### src/afb_pkg.sv
// package for the flash bus host controller
package afb_pkg;
    localparam int ADDR_W          = 18;
    localparam int DATA_W          = 16;
    localparam int CLK_PERIOD_PS   = 25000;
    // timing figures in ns, counts derived from the 25 ns clock
    localparam int MIN_RESET_PULSE_NS  = 500;
    localparam int RESET_RECOVERY_A_NS = 50;
    localparam int RESET_RECOVERY_B_NS = 0;
    localparam int READ_ACCESS_NS      = 45;
    localparam int WRITE_PULSE_NS      = 30;
    localparam int GLITCH_NS           = 5;
    localparam int RESET_CYC   = (MIN_RESET_PULSE_NS * 1000 + CLK_PERIOD_PS - 1) / CLK_PERIOD_PS;
    localparam int RECOV_NS    = (RESET_RECOVERY_A_NS > RESET_RECOVERY_B_NS) ? RESET_RECOVERY_A_NS
                                                                          : RESET_RECOVERY_B_NS;
    localparam int RECOV_CYC_R = (RECOV_NS * 1000 + CLK_PERIOD_PS - 1) / CLK_PERIOD_PS;
    localparam int RECOV_CYC   = (RECOV_CYC_R < 1) ? 1 : RECOV_CYC_R;
    localparam int READ_CYC_R  = (READ_ACCESS_NS * 1000 + CLK_PERIOD_PS - 1) / CLK_PERIOD_PS;
    localparam int READ_CYC    = (READ_CYC_R < 1) ? 1 : READ_CYC_R;
    localparam int WR_CYC_R    = (WRITE_PULSE_NS * 1000 + CLK_PERIOD_PS - 1) / CLK_PERIOD_PS;
    // strobes must not be shorter than the glitch width the device rejects
    localparam int WR_CYC      = (WR_CYC_R * CLK_PERIOD_PS < GLITCH_NS * 1000) ? 1 : WR_CYC_R;
    localparam int CNT_W       = 8;

    typedef enum logic [2:0] {
        AFB_IDLE   = 3'b000,
        AFB_RST    = 3'b001,
        AFB_RECOV  = 3'b010,
        AFB_WAITRB = 3'b011,
        AFB_RD     = 3'b100,
        AFB_WR     = 3'b101,
        AFB_WREND  = 3'b110
    } afb_state_t;

    typedef struct packed {
        logic              ce_n;
        logic              oe_n;
        logic              we_n;
        logic              reset_unprotect_n;
        logic              byte_mode_n;
        logic [ADDR_W-1:0] addr_in;
        logic              top_data_or_low_addr;
        logic [DATA_W-1:0] dout;
        logic              data_oe_n;
    } afb_pins_t;

    typedef struct packed {
        logic              rd;
        logic              wr;
        logic              hw_reset;
        logic              byte_mode;
        logic [ADDR_W-1:0] addr;
        logic              low_addr;
        logic [DATA_W-1:0] wdata;
    } afb_req_t;

    typedef struct packed {
        afb_state_t        st;
        logic [CNT_W-1:0]  cnt;
        afb_pins_t         pins;
        logic [DATA_W-1:0] rdata;
        logic              done;
    } afb_regs_t;
endpackage : afb_pkg

### src/afb_host.sv
// host controller driving an asynchronous parallel flash bus
`timescale 1ns/1ps
module afb_host
    import afb_pkg::*;
(
    input  wire logic                      CLK_I,
    input  wire logic                      RESET_I,
    input  wire afb_pkg::afb_req_t         REQ_I,
    output logic                           READY_O,
    output logic                           DONE_O,
    output logic [afb_pkg::DATA_W-1:0]     RDATA_O,
    output logic                           BUSY_O,
    output afb_pkg::afb_pins_t             PINS_O,
    input  wire logic [afb_pkg::DATA_W-1:0] DATA_I,
    input  wire logic                      READY_BUSY_OD_I
);
    import afb_pkg::*;

    afb_regs_t r;
    afb_regs_t next_r;
    logic      dev_busy;

    // ************************************************************
    // status outputs
    // ************************************************************
    assign dev_busy = ~READY_BUSY_OD_I;
    assign READY_O  = (r.st == AFB_IDLE) && !dev_busy;
    assign DONE_O   = r.done;
    assign RDATA_O  = r.rdata;
    assign BUSY_O   = dev_busy;
    assign PINS_O   = r.pins;

    // ************************************************************
    // bus sequencer
    // ************************************************************
    always_comb begin
        next_r      = r;
        next_r.done = 1'b0;
        case (r.st)
            AFB_IDLE: begin
                next_r.pins.ce_n      = 1'b1;
                next_r.pins.oe_n      = 1'b1;
                next_r.pins.we_n      = 1'b1;
                next_r.pins.data_oe_n = 1'b1;
                if (REQ_I.hw_reset) begin
                    next_r.st                     = AFB_RST;
                    next_r.cnt                    = CNT_W'(RESET_CYC);
                    next_r.pins.reset_unprotect_n = 1'b0;
                end else if (!dev_busy && (REQ_I.rd || REQ_I.wr)) begin
                    next_r.pins.byte_mode_n          = REQ_I.byte_mode;
                    next_r.pins.addr_in              = REQ_I.addr;
                    next_r.pins.top_data_or_low_addr = REQ_I.byte_mode ? 1'b0 : REQ_I.low_addr;
                    next_r.pins.ce_n                 = 1'b0;
                    if (REQ_I.rd) begin
                        next_r.st        = AFB_RD;
                        next_r.cnt       = CNT_W'(READ_CYC);
                        next_r.pins.oe_n = 1'b0;
                    end else begin
                        next_r.st             = AFB_WR;
                        next_r.cnt            = CNT_W'(WR_CYC);
                        next_r.pins.we_n      = 1'b0;
                        next_r.pins.dout      = REQ_I.wdata;
                        next_r.pins.data_oe_n = 1'b0;
                    end
                end
            end
            AFB_RST: begin
                next_r.cnt = r.cnt - 1'b1;
                if (r.cnt == CNT_W'(1)) begin
                    next_r.st                     = AFB_RECOV;
                    next_r.cnt                    = CNT_W'(RECOV_CYC);
                    next_r.pins.reset_unprotect_n = 1'b1;
                end
            end
            AFB_RECOV: begin
                next_r.cnt = r.cnt - 1'b1;
                if (r.cnt == CNT_W'(1)) begin
                    next_r.st = AFB_WAITRB;
                end
            end
            AFB_WAITRB: begin
                if (!dev_busy) begin
                    next_r.st   = AFB_IDLE;
                    next_r.done = 1'b1;
                end
            end
            AFB_RD: begin
                next_r.cnt = r.cnt - 1'b1;
                if (r.cnt == CNT_W'(1)) begin
                    // upper pins float in 8-bit mode
                    next_r.rdata     = r.pins.byte_mode_n ? DATA_I : {8'h00, DATA_I[7:0]};
                    next_r.pins.ce_n = 1'b1;
                    next_r.pins.oe_n = 1'b1;
                    next_r.st        = AFB_IDLE;
                    next_r.done      = 1'b1;
                end
            end
            AFB_WR: begin
                next_r.cnt = r.cnt - 1'b1;
                if (r.cnt == CNT_W'(1)) begin
                    // both strobes rise together, data still held
                    next_r.pins.we_n = 1'b1;
                    next_r.pins.ce_n = 1'b1;
                    next_r.st        = AFB_WREND;
                end
            end
            AFB_WREND: begin
                next_r.pins.data_oe_n = 1'b1;
                next_r.st             = AFB_IDLE;
                next_r.done           = 1'b1;
            end
            default: begin
                next_r.st = AFB_IDLE;
            end
        endcase
    end

    // ************************************************************
    // state register
    // ************************************************************
    always_ff @(posedge CLK_I) begin
        if (RESET_I) begin
            r                             <= '0;
            r.st                          <= AFB_IDLE;
            r.pins.ce_n                   <= 1'b1;
            r.pins.oe_n                   <= 1'b1;
            r.pins.we_n                   <= 1'b1;
            r.pins.reset_unprotect_n      <= 1'b1;
            r.pins.byte_mode_n            <= 1'b1;
            r.pins.data_oe_n              <= 1'b1;
        end else begin
            r <= next_r;
        end
    end

    // ************************************************************
    // checks
    // ************************************************************
    a_write_oe_high: assert property (@(posedge CLK_I) disable iff (RESET_I)
        !r.pins.we_n |-> r.pins.oe_n) else $error("output enable low during write");
    a_no_drive_read: assert property (@(posedge CLK_I) disable iff (RESET_I)
        !r.pins.oe_n |-> r.pins.data_oe_n) else $error("host drives data during read");
    a_reset_pulse_len: assert property (@(posedge CLK_I) disable iff (RESET_I)
        $rose(r.pins.reset_unprotect_n) |-> $past(!r.pins.reset_unprotect_n, RESET_CYC))
        else $error("reset pulse too short");
    a_data_held_rise: assert property (@(posedge CLK_I) disable iff (RESET_I)
        $rose(r.pins.we_n) |-> !r.pins.data_oe_n && $stable(r.pins.dout)) else $error("data not held at strobe rise");
    a_addr_stable_wr: assert property (@(posedge CLK_I) disable iff (RESET_I)
        !r.pins.we_n && $past(!r.pins.we_n) |-> $stable(r.pins.addr_in)) else $error("address moved in write");
    a_read_ctrl: assert property (@(posedge CLK_I) disable iff (RESET_I)
        !r.pins.oe_n |-> !r.pins.ce_n && r.pins.we_n) else $error("bad read control levels");
    a_recov_wait: assert property (@(posedge CLK_I) disable iff (RESET_I)
        $rose(r.pins.reset_unprotect_n) |-> r.pins.ce_n [*2]) else $error("cycle too soon after reset");
    a_rb_gate: assert property (@(posedge CLK_I) disable iff (RESET_I)
        r.st == AFB_WAITRB && dev_busy |=> r.pins.ce_n) else $error("cycle while busy after reset");
    a_byte_low_addr: assert property (@(posedge CLK_I) disable iff (RESET_I)
        !r.pins.ce_n && $past(!r.pins.ce_n) |-> $stable(r.pins.top_data_or_low_addr))
        else $error("byte select moved during a cycle");

    a_strobe_width: assert property (@(posedge CLK_I) disable iff (RESET_I)
        $fell(r.pins.we_n) |-> !r.pins.we_n [*2])
        else $error("write strobe shorter than two cycles");

    a_strobes_fall: assert property (@(posedge CLK_I) disable iff (RESET_I)
        $fell(r.pins.we_n) |-> $fell(r.pins.ce_n))
        else $error("enable and strobe fell apart");

    a_strobes_rise: assert property (@(posedge CLK_I) disable iff (RESET_I)
        $rose(r.pins.we_n) |-> $rose(r.pins.ce_n))
        else $error("enable and strobe rose apart");

    a_data_driven_wr: assert property (@(posedge CLK_I) disable iff (RESET_I)
        !r.pins.we_n |-> !r.pins.data_oe_n)
        else $error("data not driven while strobe low");

    a_reset_bus_idle: assert property (@(posedge CLK_I) disable iff (RESET_I)
        !r.pins.reset_unprotect_n |-> r.pins.ce_n && r.pins.oe_n && r.pins.we_n)
        else $error("bus active during hardware reset");

    a_read_access: assert property (@(posedge CLK_I) disable iff (RESET_I)
        $rose(r.pins.oe_n) |-> $past(!r.pins.oe_n, 2))
        else $error("read enable shorter than access time");

    a_no_drive_idle: assert property (@(posedge CLK_I) disable iff (RESET_I)
        r.st == AFB_IDLE |-> r.pins.data_oe_n && r.pins.ce_n)
        else $error("bus not released when idle");

    // ************************************************************
    // scenario covers
    // ************************************************************
    c_read: cover property (@(posedge CLK_I) r.st == AFB_RD ##1 r.done);
    c_write: cover property (@(posedge CLK_I) r.st == AFB_WREND);
    c_reset: cover property (@(posedge CLK_I) r.st == AFB_WAITRB ##1 r.st == AFB_IDLE);
    c_byte_read: cover property (@(posedge CLK_I) r.st == AFB_RD && !r.pins.byte_mode_n ##1 r.done);
    c_busy_hold: cover property (@(posedge CLK_I) r.st == AFB_IDLE && dev_busy);
endmodule : afb_host

### config.mk
export PLATFORM = sky130hd
export DESIGN_NAME = afb_host
export DESIGN_NICKNAME = d
export VERILOG_FILES = /design/src/afb_pkg.sv /design/src/afb_host.sv
export SDC_FILE = /design/constraint.sdc
export NUM_CORES = 1
export LEC_CHECK = 0
export CAP_MARGIN = 40
export CORE_UTILIZATION = 35
export DETAILED_ROUTE_END_ITERATION = 8
export DONT_BUFFER_PORTS = 1
export GPL_TIMING_DRIVEN = 0
export PLACE_DENSITY = 0.49
export SYNTH_ARGS = -nofsm -noshare
export SYNTH_HDL_FRONTEND = slang
export SYNTH_SLANG_ARGS = --single-unit
### constraint.sdc
create_clock -name CLK_I -period 3.1 [get_ports CLK_I]
set_input_delay 0.31 -clock CLK_I [delete_from_list [all_inputs] [get_ports CLK_I]]
set_output_delay 0.31 -clock CLK_I [all_outputs]
set_load 0.03 [all_outputs]
==> flow_metrics.tcl, run 1 <==
set metrics [dict create \
    rr_worst_depth 5 \
    dp_hpwl_mm 5.78 \
    synth-edff-count 0 \
    cts_resized 0 \
    ys_top_cells_by_count "nand2_1 (105), dfxtp_1 (69), a21oi_1 (62)" \
    core_area_mm2 0.00889 \
    drv_cap 0 \
    fin_setup_tns_ns 0 \
    syn_inst 415 \
    crit_fanout 10 \
    netlist.top_cell.by_area "dfxtp_1" \
    grt.total_usage 0.166 \
    syn2layout_area_growth_pct 10.3 \
    grt_remaining_overflow 0 \
    rsz0062_at_grt "false" \
    finalClockSkew_ns 0.00777 \
    status "finished clean" \
    holdBufCountCts 0 \
    cp.arrival_ns 1.81 \
    max_stage_delay_ns 0.41 \
    synth_warnings 0 \
    tightestPinTransition_ns 0.661 \
    die_h_um 98.8 \
    clockBufferDepth 2 \
    crit_chain "clkbuf_1 > buf_1 > nor3_1 > buf_2" \
    die_area_mm2 0.00976 \
    pre_cts_slack_ns 1.00 \
    tritoncts "yes" \
    grt_pass1_vias 2555 \
    slew_viol_final 0 \
    dr.pass1.iters 4 \
    via_per_inst 5.04 \
    cts_num_sinks 69 \
    fin_crit_ns 2.12 \
    yosysMostFrequentCell "nand2_1" \
    htree_levels 3 \
    io_pins 118 \
    num_rows 34 \
    ant_nets 0 \
    critPathTopFamily "buffers and inverters" \
    top_layer_used "met4" \
    synth.top_cell.area_share 0.421 \
    fillCellCount 971 \
    grt_max_degree 14 \
    via_count 2722 \
    critical-path-slowest-cell "buf_1" \
    syn_area_mm2 0.00328 \
    maxClockFrequency_mhz 471 \
    worstSetupPathType "flop to primary output" \
    ys_seq_area_frac 0.421 \
    ys_ff_latch 69 \
    clock_latency_ns 0.35 \
    power_density_mw_per_mm2 767 \
    min_path_cells 2 \
    cts_setup_buffers 0 \
    worstPathRequired_ns 2.79 \
    met1_length_mm 3.53 \
    netlist_top_cells_area "dfxtp_1 (42%), buf_4 (13%), nand2_1 (12%)" \
    cts.root.buffer_cell "clkbuf_8" \
    cp.depth 4 \
    cp.buffers_inverters 3 \
    drc 0 \
    wl_mm 7.88 \
    cp-start-kind "flop" \
    antenna_found_initial 0 \
    n_antenna_cell 0 \
    die_x_um 98.8 \
    grt_pass1_wl_mm 12.6 \
    synth_nets 475 \
    wl_per_cell_um 14.6 \
    drtIter0Drc 129 \
    path_clk_slew_ns 0.08 \
    drive_gt1_frac 0.220 \
    period_share 0.685 \
    layout.nets 487 \
    hp-class "input port to flop" \
    setup_viol 0 \
    globalplace.congestion 0.760 \
    slew_headroom 0.559 \
    port_buffers 0 \
    end_kind "primary output" \
    p_leak_uw 0.00138 \
    cts_buffers 9 \
    met2_length_mm 3.55 \
    met3_length_um 682 \
    start_util 0.369 \
    layout_setup_ws_ns 0.977 \
    synthDistinctLibCells 49 \
    async_flop_share 0 \
    ir_drop_v 0.000382 \
    ys.flop_type "dfxtp_1" \
    finalHoldViolCount 0 \
    synth_area_per_cell_um2 7.90 \
]
layout make-up:
type	instances	area [um2]	share of cell area
clock buffers	9	124	0.0343
plain buffers	80	531	0.147
well taps	108	135	0.0374
clock inverters	7	73.8	0.0204
flip-flops and latches	69	1380	0.382
multi-input cells	259	1340	0.371
repair buffers	1	5.00	0.00138
inverters	7	26.3	0.00727
path summary, 6_finish.rpt:
path / start / endpoint / slack, ns
worst min register to register: RDATA_O[5] / RDATA_O[5] / 0.45
worst min-delay path: REQ_I[7] / PINS_O[8] / 0.08
worst max register to register: r[66] / r[60] / 1.00
worst max-delay path: r[67] / READY_O / 0.98
per-stage QoR:
stage | instances | power [uW] | area [um2] | hold WS [ns] | util
2_1_floorplan | 415 | 1850 | 3280 | 0.432 | -
3_3_place_gp | 523 | 2040 | 3410 | 0.438 | 0.384
3_5_place_dp | 524 | 2040 | 3420 | 0.447 | 0.384
4_1_cts | 540 | 2800 | 3620 | 0.0680 | 0.407
5_1_grt | 540 | 2970 | 3620 | 0.0697 | 0.407
6_report | 540 | 2770 | 3620 | 0.0841 | 0.407
flip-flops by register name (all words and copies together) (netlist names):
| signal | flops |
|---|---|
| DONE_O | 1 |
| PINS_O | 41 |
| RDATA_O | 16 |
| r | 11 |
worst reg2reg max path, cell delays in order, from the launching register on:
cell	delay, ns
dfxtp_1	0.36
buf_2	0.20
nor3_1	0.50
o21ai_0	0.33
a31o_2	0.32
a221oi_1	0.30
cells in the final DEF, fill, tap and decap left out, types with 2 or more instances in the layout:
cell / Yosys / layout
dfxtp_1: 69 / 69
a21o_1: 2 / 2
clkbuf_8: 0 / 9
o21a_1: 2 / 2
nand4b_1: 2 / 2
a31o_2: 2 / 2
a21oi_1: 62 / 62
nand3b_1: 2 / 2
nor4_1: 3 / 3
clkinv_4: 0 / 2
buf_2: 7 / 8
o31ai_1: 2 / 2
ha_1: 2 / 2
o221a_2: 2 / 2
nor3_1: 6 / 6
nor2_1: 7 / 7
a221oi_1: 2 / 2
buf_4: 57 / 57
a31oi_1: 3 / 3
inv_1: 7 / 7
nor2b_1: 2 / 2
clkbuf_1: 14 / 14
and2_1: 3 / 3
clkinv_2: 0 / 2
nand3_1: 10 / 10
a21boi_0: 2 / 2
mux2_2: 2 / 2
nand2_1: 105 / 105
or2_2: 2 / 2
o22ai_1: 5 / 5
o21ai_0: 10 / 10
cells by family after synthesis:
kind of cell	Yosys count	share of synthesized area
AND/OR/NAND/NOR	155	0.218
AO/OA/AOI/OAI	100	0.176
buffers and inverters	87	0.170
flip-flops	69	0.421
multiplexers	2	0.00687
adder cells (fa/ha/maj)	2	0.00763
power by group:
| part | leakage, uW | internal, uW | switching [uW] | total, uW |
|---|---|---|---|---|
| Clock | 0.0000996 | 374 | 367 | 741 |
| Combinational | 0.000724 | 366 | 580 | 946 |
| Sequential | 0.000560 | 987 | 100 | 1090 |
layer usage:
metal  GRT usage  up-vias
met5           0        -
met4      0.0608        0
met3      0.0652       10
met2       0.254      103
met1       0.210     1236
li1            -     1373
Power figures use the tool's default switching activity.
==> run 2, diff against run 1 <==
==> constraint.sdc (replaced) <==
create_clock -name CLK_I -period 2.1 [get_ports CLK_I]
set_input_delay 0.21 -clock CLK_I [delete_from_list [all_inputs] [get_ports CLK_I]]
set_output_delay 0.21 -clock CLK_I [all_outputs]
set_load 0.03 [all_outputs]
==> flow_metrics.tcl, run 2 (synthesized netlist as in run 1, its figures left out) <==
set metrics [dict create \
    status "finished clean" \
    p_leak_uw 0.00158 \
    dr.pass1.iters 4 \
    tightestPinTransition_ns 0.636 \
    wl_per_cell_um 14.4 \
    drv_cap 0 \
    cp.arrival_ns 2.24 \
    crit_chain "or2_2 > clkbuf_1 > and2_0 > o31ai_1 > mux2_2" \
    layout.nets 532 \
    fin_setup_tns_ns 0 \
    start_util 0.369 \
    num_rows 34 \
    htree_levels 3 \
    grt.busiest_layer "met2" \
    worstSetupPathType "flop to flop" \
    io_pins 118 \
    ant_nets 0 \
    rsz0062_at_grt "true" \
    n_antenna_cell 0 \
    critical-path-slowest-cell "o31ai_1" \
    power_uw 4220 \
    clockBufferDepth 2 \
    grt_max_degree 14 \
    final_util 0.459 \
    core_area_mm2 0.00889 \
    period_share 0.958 \
    grt_remaining_overflow 0 \
    drive_gt1_frac 0.214 \
    path_clk_slew_ns 0.08 \
    ir_drop_v 0.000572 \
    die_area_mm2 0.00976 \
    critPathTopFamily "simple AND/OR/NAND/NOR gates" \
    crit_fanout 8 \
    finalClockSkew_ns 0.0113 \
    wl_mm 8.42 \
    use_met3 0.0631 \
    finalHoldViolCount 0 \
    max_stage_delay_ns 0.43 \
    cp.buffers_inverters 1 \
    grt_pass1_wl_mm 13.6 \
    cts.root.buffer_cell "clkbuf_8" \
    grt.total_usage 0.178 \
    die_x_um 98.8 \
    layout_common_cells "nand2_1 (105), dfxtp_1 (68), a21oi_1 (61)" \
    dp_hpwl_mm 5.78 \
    hp-class "input port to flop" \
    maxClockFrequency_mhz 497 \
    seq_area_mm2 0.00138 \
    final_cells 585 \
    clock_latency_ns 0.35 \
    gr-usage-met1 0.221 \
    setup_viol 0 \
    largest_reg_flops 41 \
    worstPathRequired_ns 2.33 \
    drc 0 \
    port_buffers 0 \
    drtIter0Drc 156 \
    die_h_um 98.8 \
    cts_num_sinks 69 \
    multi_input_area_mm2 0.00135 \
    layout.cells.most_common "nand2_1" \
    met2_usage 0.285 \
    via_per_inst 4.98 \
    slew_headroom 0.573 \
    fin_crit_ns 2.01 \
    cp-start-kind "flop" \
    cts_buffers 9 \
    tritoncts "yes" \
    end_kind "flop" \
    power_density_mw_per_mm2 1030 \
    fillCellCount 936 \
    grt_pass1_vias 2792 \
    syn2layout_area_growth_pct 24.5 \
    via_count 2916 \
    dp.cells 524 \
    slew_viol_final 0 \
    globalplace.congestion 0.760 \
    antenna_found_initial 0 \
]
run 2: repair_timing:
| item | 4_1_cts | 5_1_grt |
|---|---|---|
| setup endpoints to repair | 9 | 15 |
| pin swaps | 1 | 0 |
| hold buffers | 41 | 1 |
| gates cloned | 0 | 0 |
| gates resized for setup | 0 | 8 |
| endpoints found under the hold margin | 41 | 1 |
| buffers inserted | 1 | 2 |
run 2: path summary, 6_finish.rpt:
kind         startpoint         end  slack [ns]  depth (start not counted)
max               r[68]       r[66]        0.09                          5
max reg2reg       r[68]       r[66]        0.09                          5
min reg2reg  RDATA_O[5]  RDATA_O[5]        0.45                          2
min           DATA_I[7]  RDATA_O[7]        0.02                          2
run 2: report_power, final:
part	internal [uW]	total [uW]	switching (uW)
clock network	552	1100	547
logic	621	1510	891
registers	1460	1610	150
run 2: cell type report:
| class | count | share of cell area |
|---|---|---|
| buffer | 80 | 0.132 |
| clock buffer | 9 | 0.0303 |
| clock inverter | 7 | 0.0181 |
| inverter | 7 | 0.00644 |
| multi-input combinational | 259 | 0.332 |
| sequential | 69 | 0.339 |
| tap | 108 | 0.0331 |
| timing repair buffer | 46 | 0.110 |
run 2: metal layers:
metal / vias to the layer above / wire [um] / part of all wire
met1: 1341 / 3790 / 0.45
met2: 104 / 3930 / 0.47
met5: - / 0 / 0
met3: 9 / 615 / 0.073
li1: 1462 / - / -
met4: 0 / 91 / 0.011
run 2: per-stage QoR:
stage,cell area (um2),hold slack [ns],setup slack [ns]
finish,4080,0.0204,0.0880
global route,4080,0.0142,-0.0328
CTS,4030,0.00239,0.0344
detailed placement,3420,0.353,0.00189
global placement,3410,0.349,-0.0289
floorplan,3280,0.333,0.391
==> run 3, diff against run 2 <==
--- a/config.mk
+++ b/config.mk
@@ -6,11 +6,12 @@
 export NUM_CORES = 1
 export LEC_CHECK = 0
 export CAP_MARGIN = 40
-export CORE_UTILIZATION = 35
+export CORE_UTILIZATION = 40
 export DETAILED_ROUTE_END_ITERATION = 8
 export DONT_BUFFER_PORTS = 1
 export GPL_TIMING_DRIVEN = 0
-export PLACE_DENSITY = 0.49
+export PLACE_DENSITY = 0.54
+export SLEW_MARGIN = 25
 export SYNTH_ARGS = -nofsm -noshare
 export SYNTH_HDL_FRONTEND = slang
 export SYNTH_SLANG_ARGS = --single-unit
==> flow_metrics.tcl, run 3 (synthesized netlist as in run 1, its figures left out) <==
set metrics [dict create \
    status "finished clean" \
    die_h_um 92.5 \
    clock_latency_ns 0.33 \
    finalClockSkew_ns 0.00445 \
    hold_path_end "PINS_O[29]" \
    grt.total_usage 0.186 \
    final_cells 572 \
    period_share 0.946 \
    drc 0 \
    power_uw 4370 \
    crit_chain "inv_1 > ha_1 > nor4b_4 > buf_4 > and2_1 > o31ai_2 > mux2_2" \
    io_pins 118 \
    seq_area_mm2 0.00138 \
    slew_headroom 0.573 \
    dp.cells 518 \
    layout_common_cells "nand2_1 (105), dfxtp_1 (68), a21oi_1 (62)" \
    tritoncts "yes" \
    fillCellCount 758 \
    cp-start-kind "flop" \
    antenna_found_initial 0 \
    core_area_mm2 0.00781 \
    grt_pass1_vias 2644 \
    syn2layout_area_growth_pct 23.4 \
    via_count 2859 \
    maxClockFrequency_mhz 503 \
    cts_num_sinks 69 \
    whs_ns 0.0150 \
    r2r_start "r[59]" \
    grt_remaining_overflow 0 \
    ir_drop_v 0.000619 \
    slew_viol_final 0 \
    die_area_mm2 0.00856 \
    min_path_cells 2 \
    globalplace.congestion 0.886 \
    drv_cap 0 \
    worstPathRequired_ns 2.32 \
    path_clk_slew_ns 0.07 \
    rsz0062_at_grt "true" \
    crit_fanout 7 \
    cts_buffers 9 \
    drive_gt1_frac 0.213 \
    cp.arrival_ns 2.21 \
    die_x_um 92.5 \
    largest_reg_flops 41 \
    placed_area_mm2 0.00341 \
    finalHoldViolCount 0 \
    drtIter0Drc 114 \
    htree_levels 3 \
    grt_max_degree 13 \
    r2r-end "r[66]" \
    power_density_mw_per_mm2 1080 \
    hold_start "REQ_I[28]" \
    max_stage_delay_ns 0.41 \
    fin_area_mm2 0.00404 \
    critPathTopFamily "flip-flops" \
    end_kind "flop" \
    layout.nets 525 \
    layout.cells.most_common "nand2_1" \
    pre_cts_slack_ns -0.00823 \
    multi_input_area_mm2 0.00135 \
    cts.root.buffer_cell "clkbuf_8" \
    tightestPinTransition_ns 0.636 \
    fin_crit_ns 1.99 \
    hp-class "input port to flop" \
    layout_setup_ws_ns 0.113 \
    dp_hpwl_mm 5.59 \
    port_buffers 0 \
    setup_viol 0 \
    wl_per_cell_um 13.9 \
    start_util 0.420 \
    num_rows 32 \
    dr.pass1.iters 4 \
    ant_nets 0 \
    reg2reg_slack_ns 0.11 \
    n_antenna_cell 0 \
    worstSetupPathType "flop to flop" \
    via_per_inst 5.00 \
    grt_pass1_wl_mm 12.7 \
    clockBufferDepth 2 \
    cp.buffers_inverters 2 \
    wl_mm 7.95 \
    critical-path-slowest-cell "dfxtp_1" \
    p_leak_uw 0.00157 \
    rr_worst_depth 7 \
]
==> run 3: cell type report <==
class / count / share of cell area
buffer: 80 / 0.133
clock buffer: 10 / 0.0316
clock inverter: 6 / 0.0275
inverter: 7 / 0.00650
multi-input combinational: 259 / 0.334
sequential: 69 / 0.342
tap: 102 / 0.0316
timing repair buffer: 39 / 0.0941
==> run 3: power by group <==
group          internal [uW]  total, uW  leakage, uW  switching (uW)
combinational            606       1470     0.000890             864
clock                    789       1290     0.000116             501
sequential              1460       1610     0.000560             151
total                   2860       4370      0.00157            1520
==> run 3: routing by layer <==
layer	vias to the layer above	share of wire	GRT usage
met2	97	0.48	0.301
met3	7	0.065	0.0517
met1	1313	0.45	0.237
met5	-	0	0
met4	0	0.011	0.0625
li1	1442	-	-
==> run 3: worst max path at each step <==
stage / start / endpoint / cells past startpoint
after floorplan: r[68] / PINS_O[38] / 4
after global placement: r[58] / RDATA_O[15] / 6
after detailed placement: r[58] / RDATA_O[15] / 6
after CTS: r[58] / RDATA_O[15] / 7
after global routing: r[59] / r[60] / 6
final: r[59] / r[66] / 7
==> run 3: per-stage QoR <==
stage | util | TNS, ns
final | 0.518 | 0
after global routing | 0.518 | -0.0133
after CTS | 0.515 | 0
after detailed placement | 0.437 | -0.0248
after global placement | 0.436 | 0
after floorplan | - | 0
==> run 3: timing repair <==
| action | CTS | global route |
|---|---|---|
| pin swaps | 1 | 0 |
| hold endpoints to repair | 36 | 0 |
| buffers inserted | 1 | 1 |
| gates resized for setup | 0 | 8 |
| cloned | 0 | 0 |
| hold buffers | 36 | 0 |
| setup endpoints to repair | 10 | 11 |
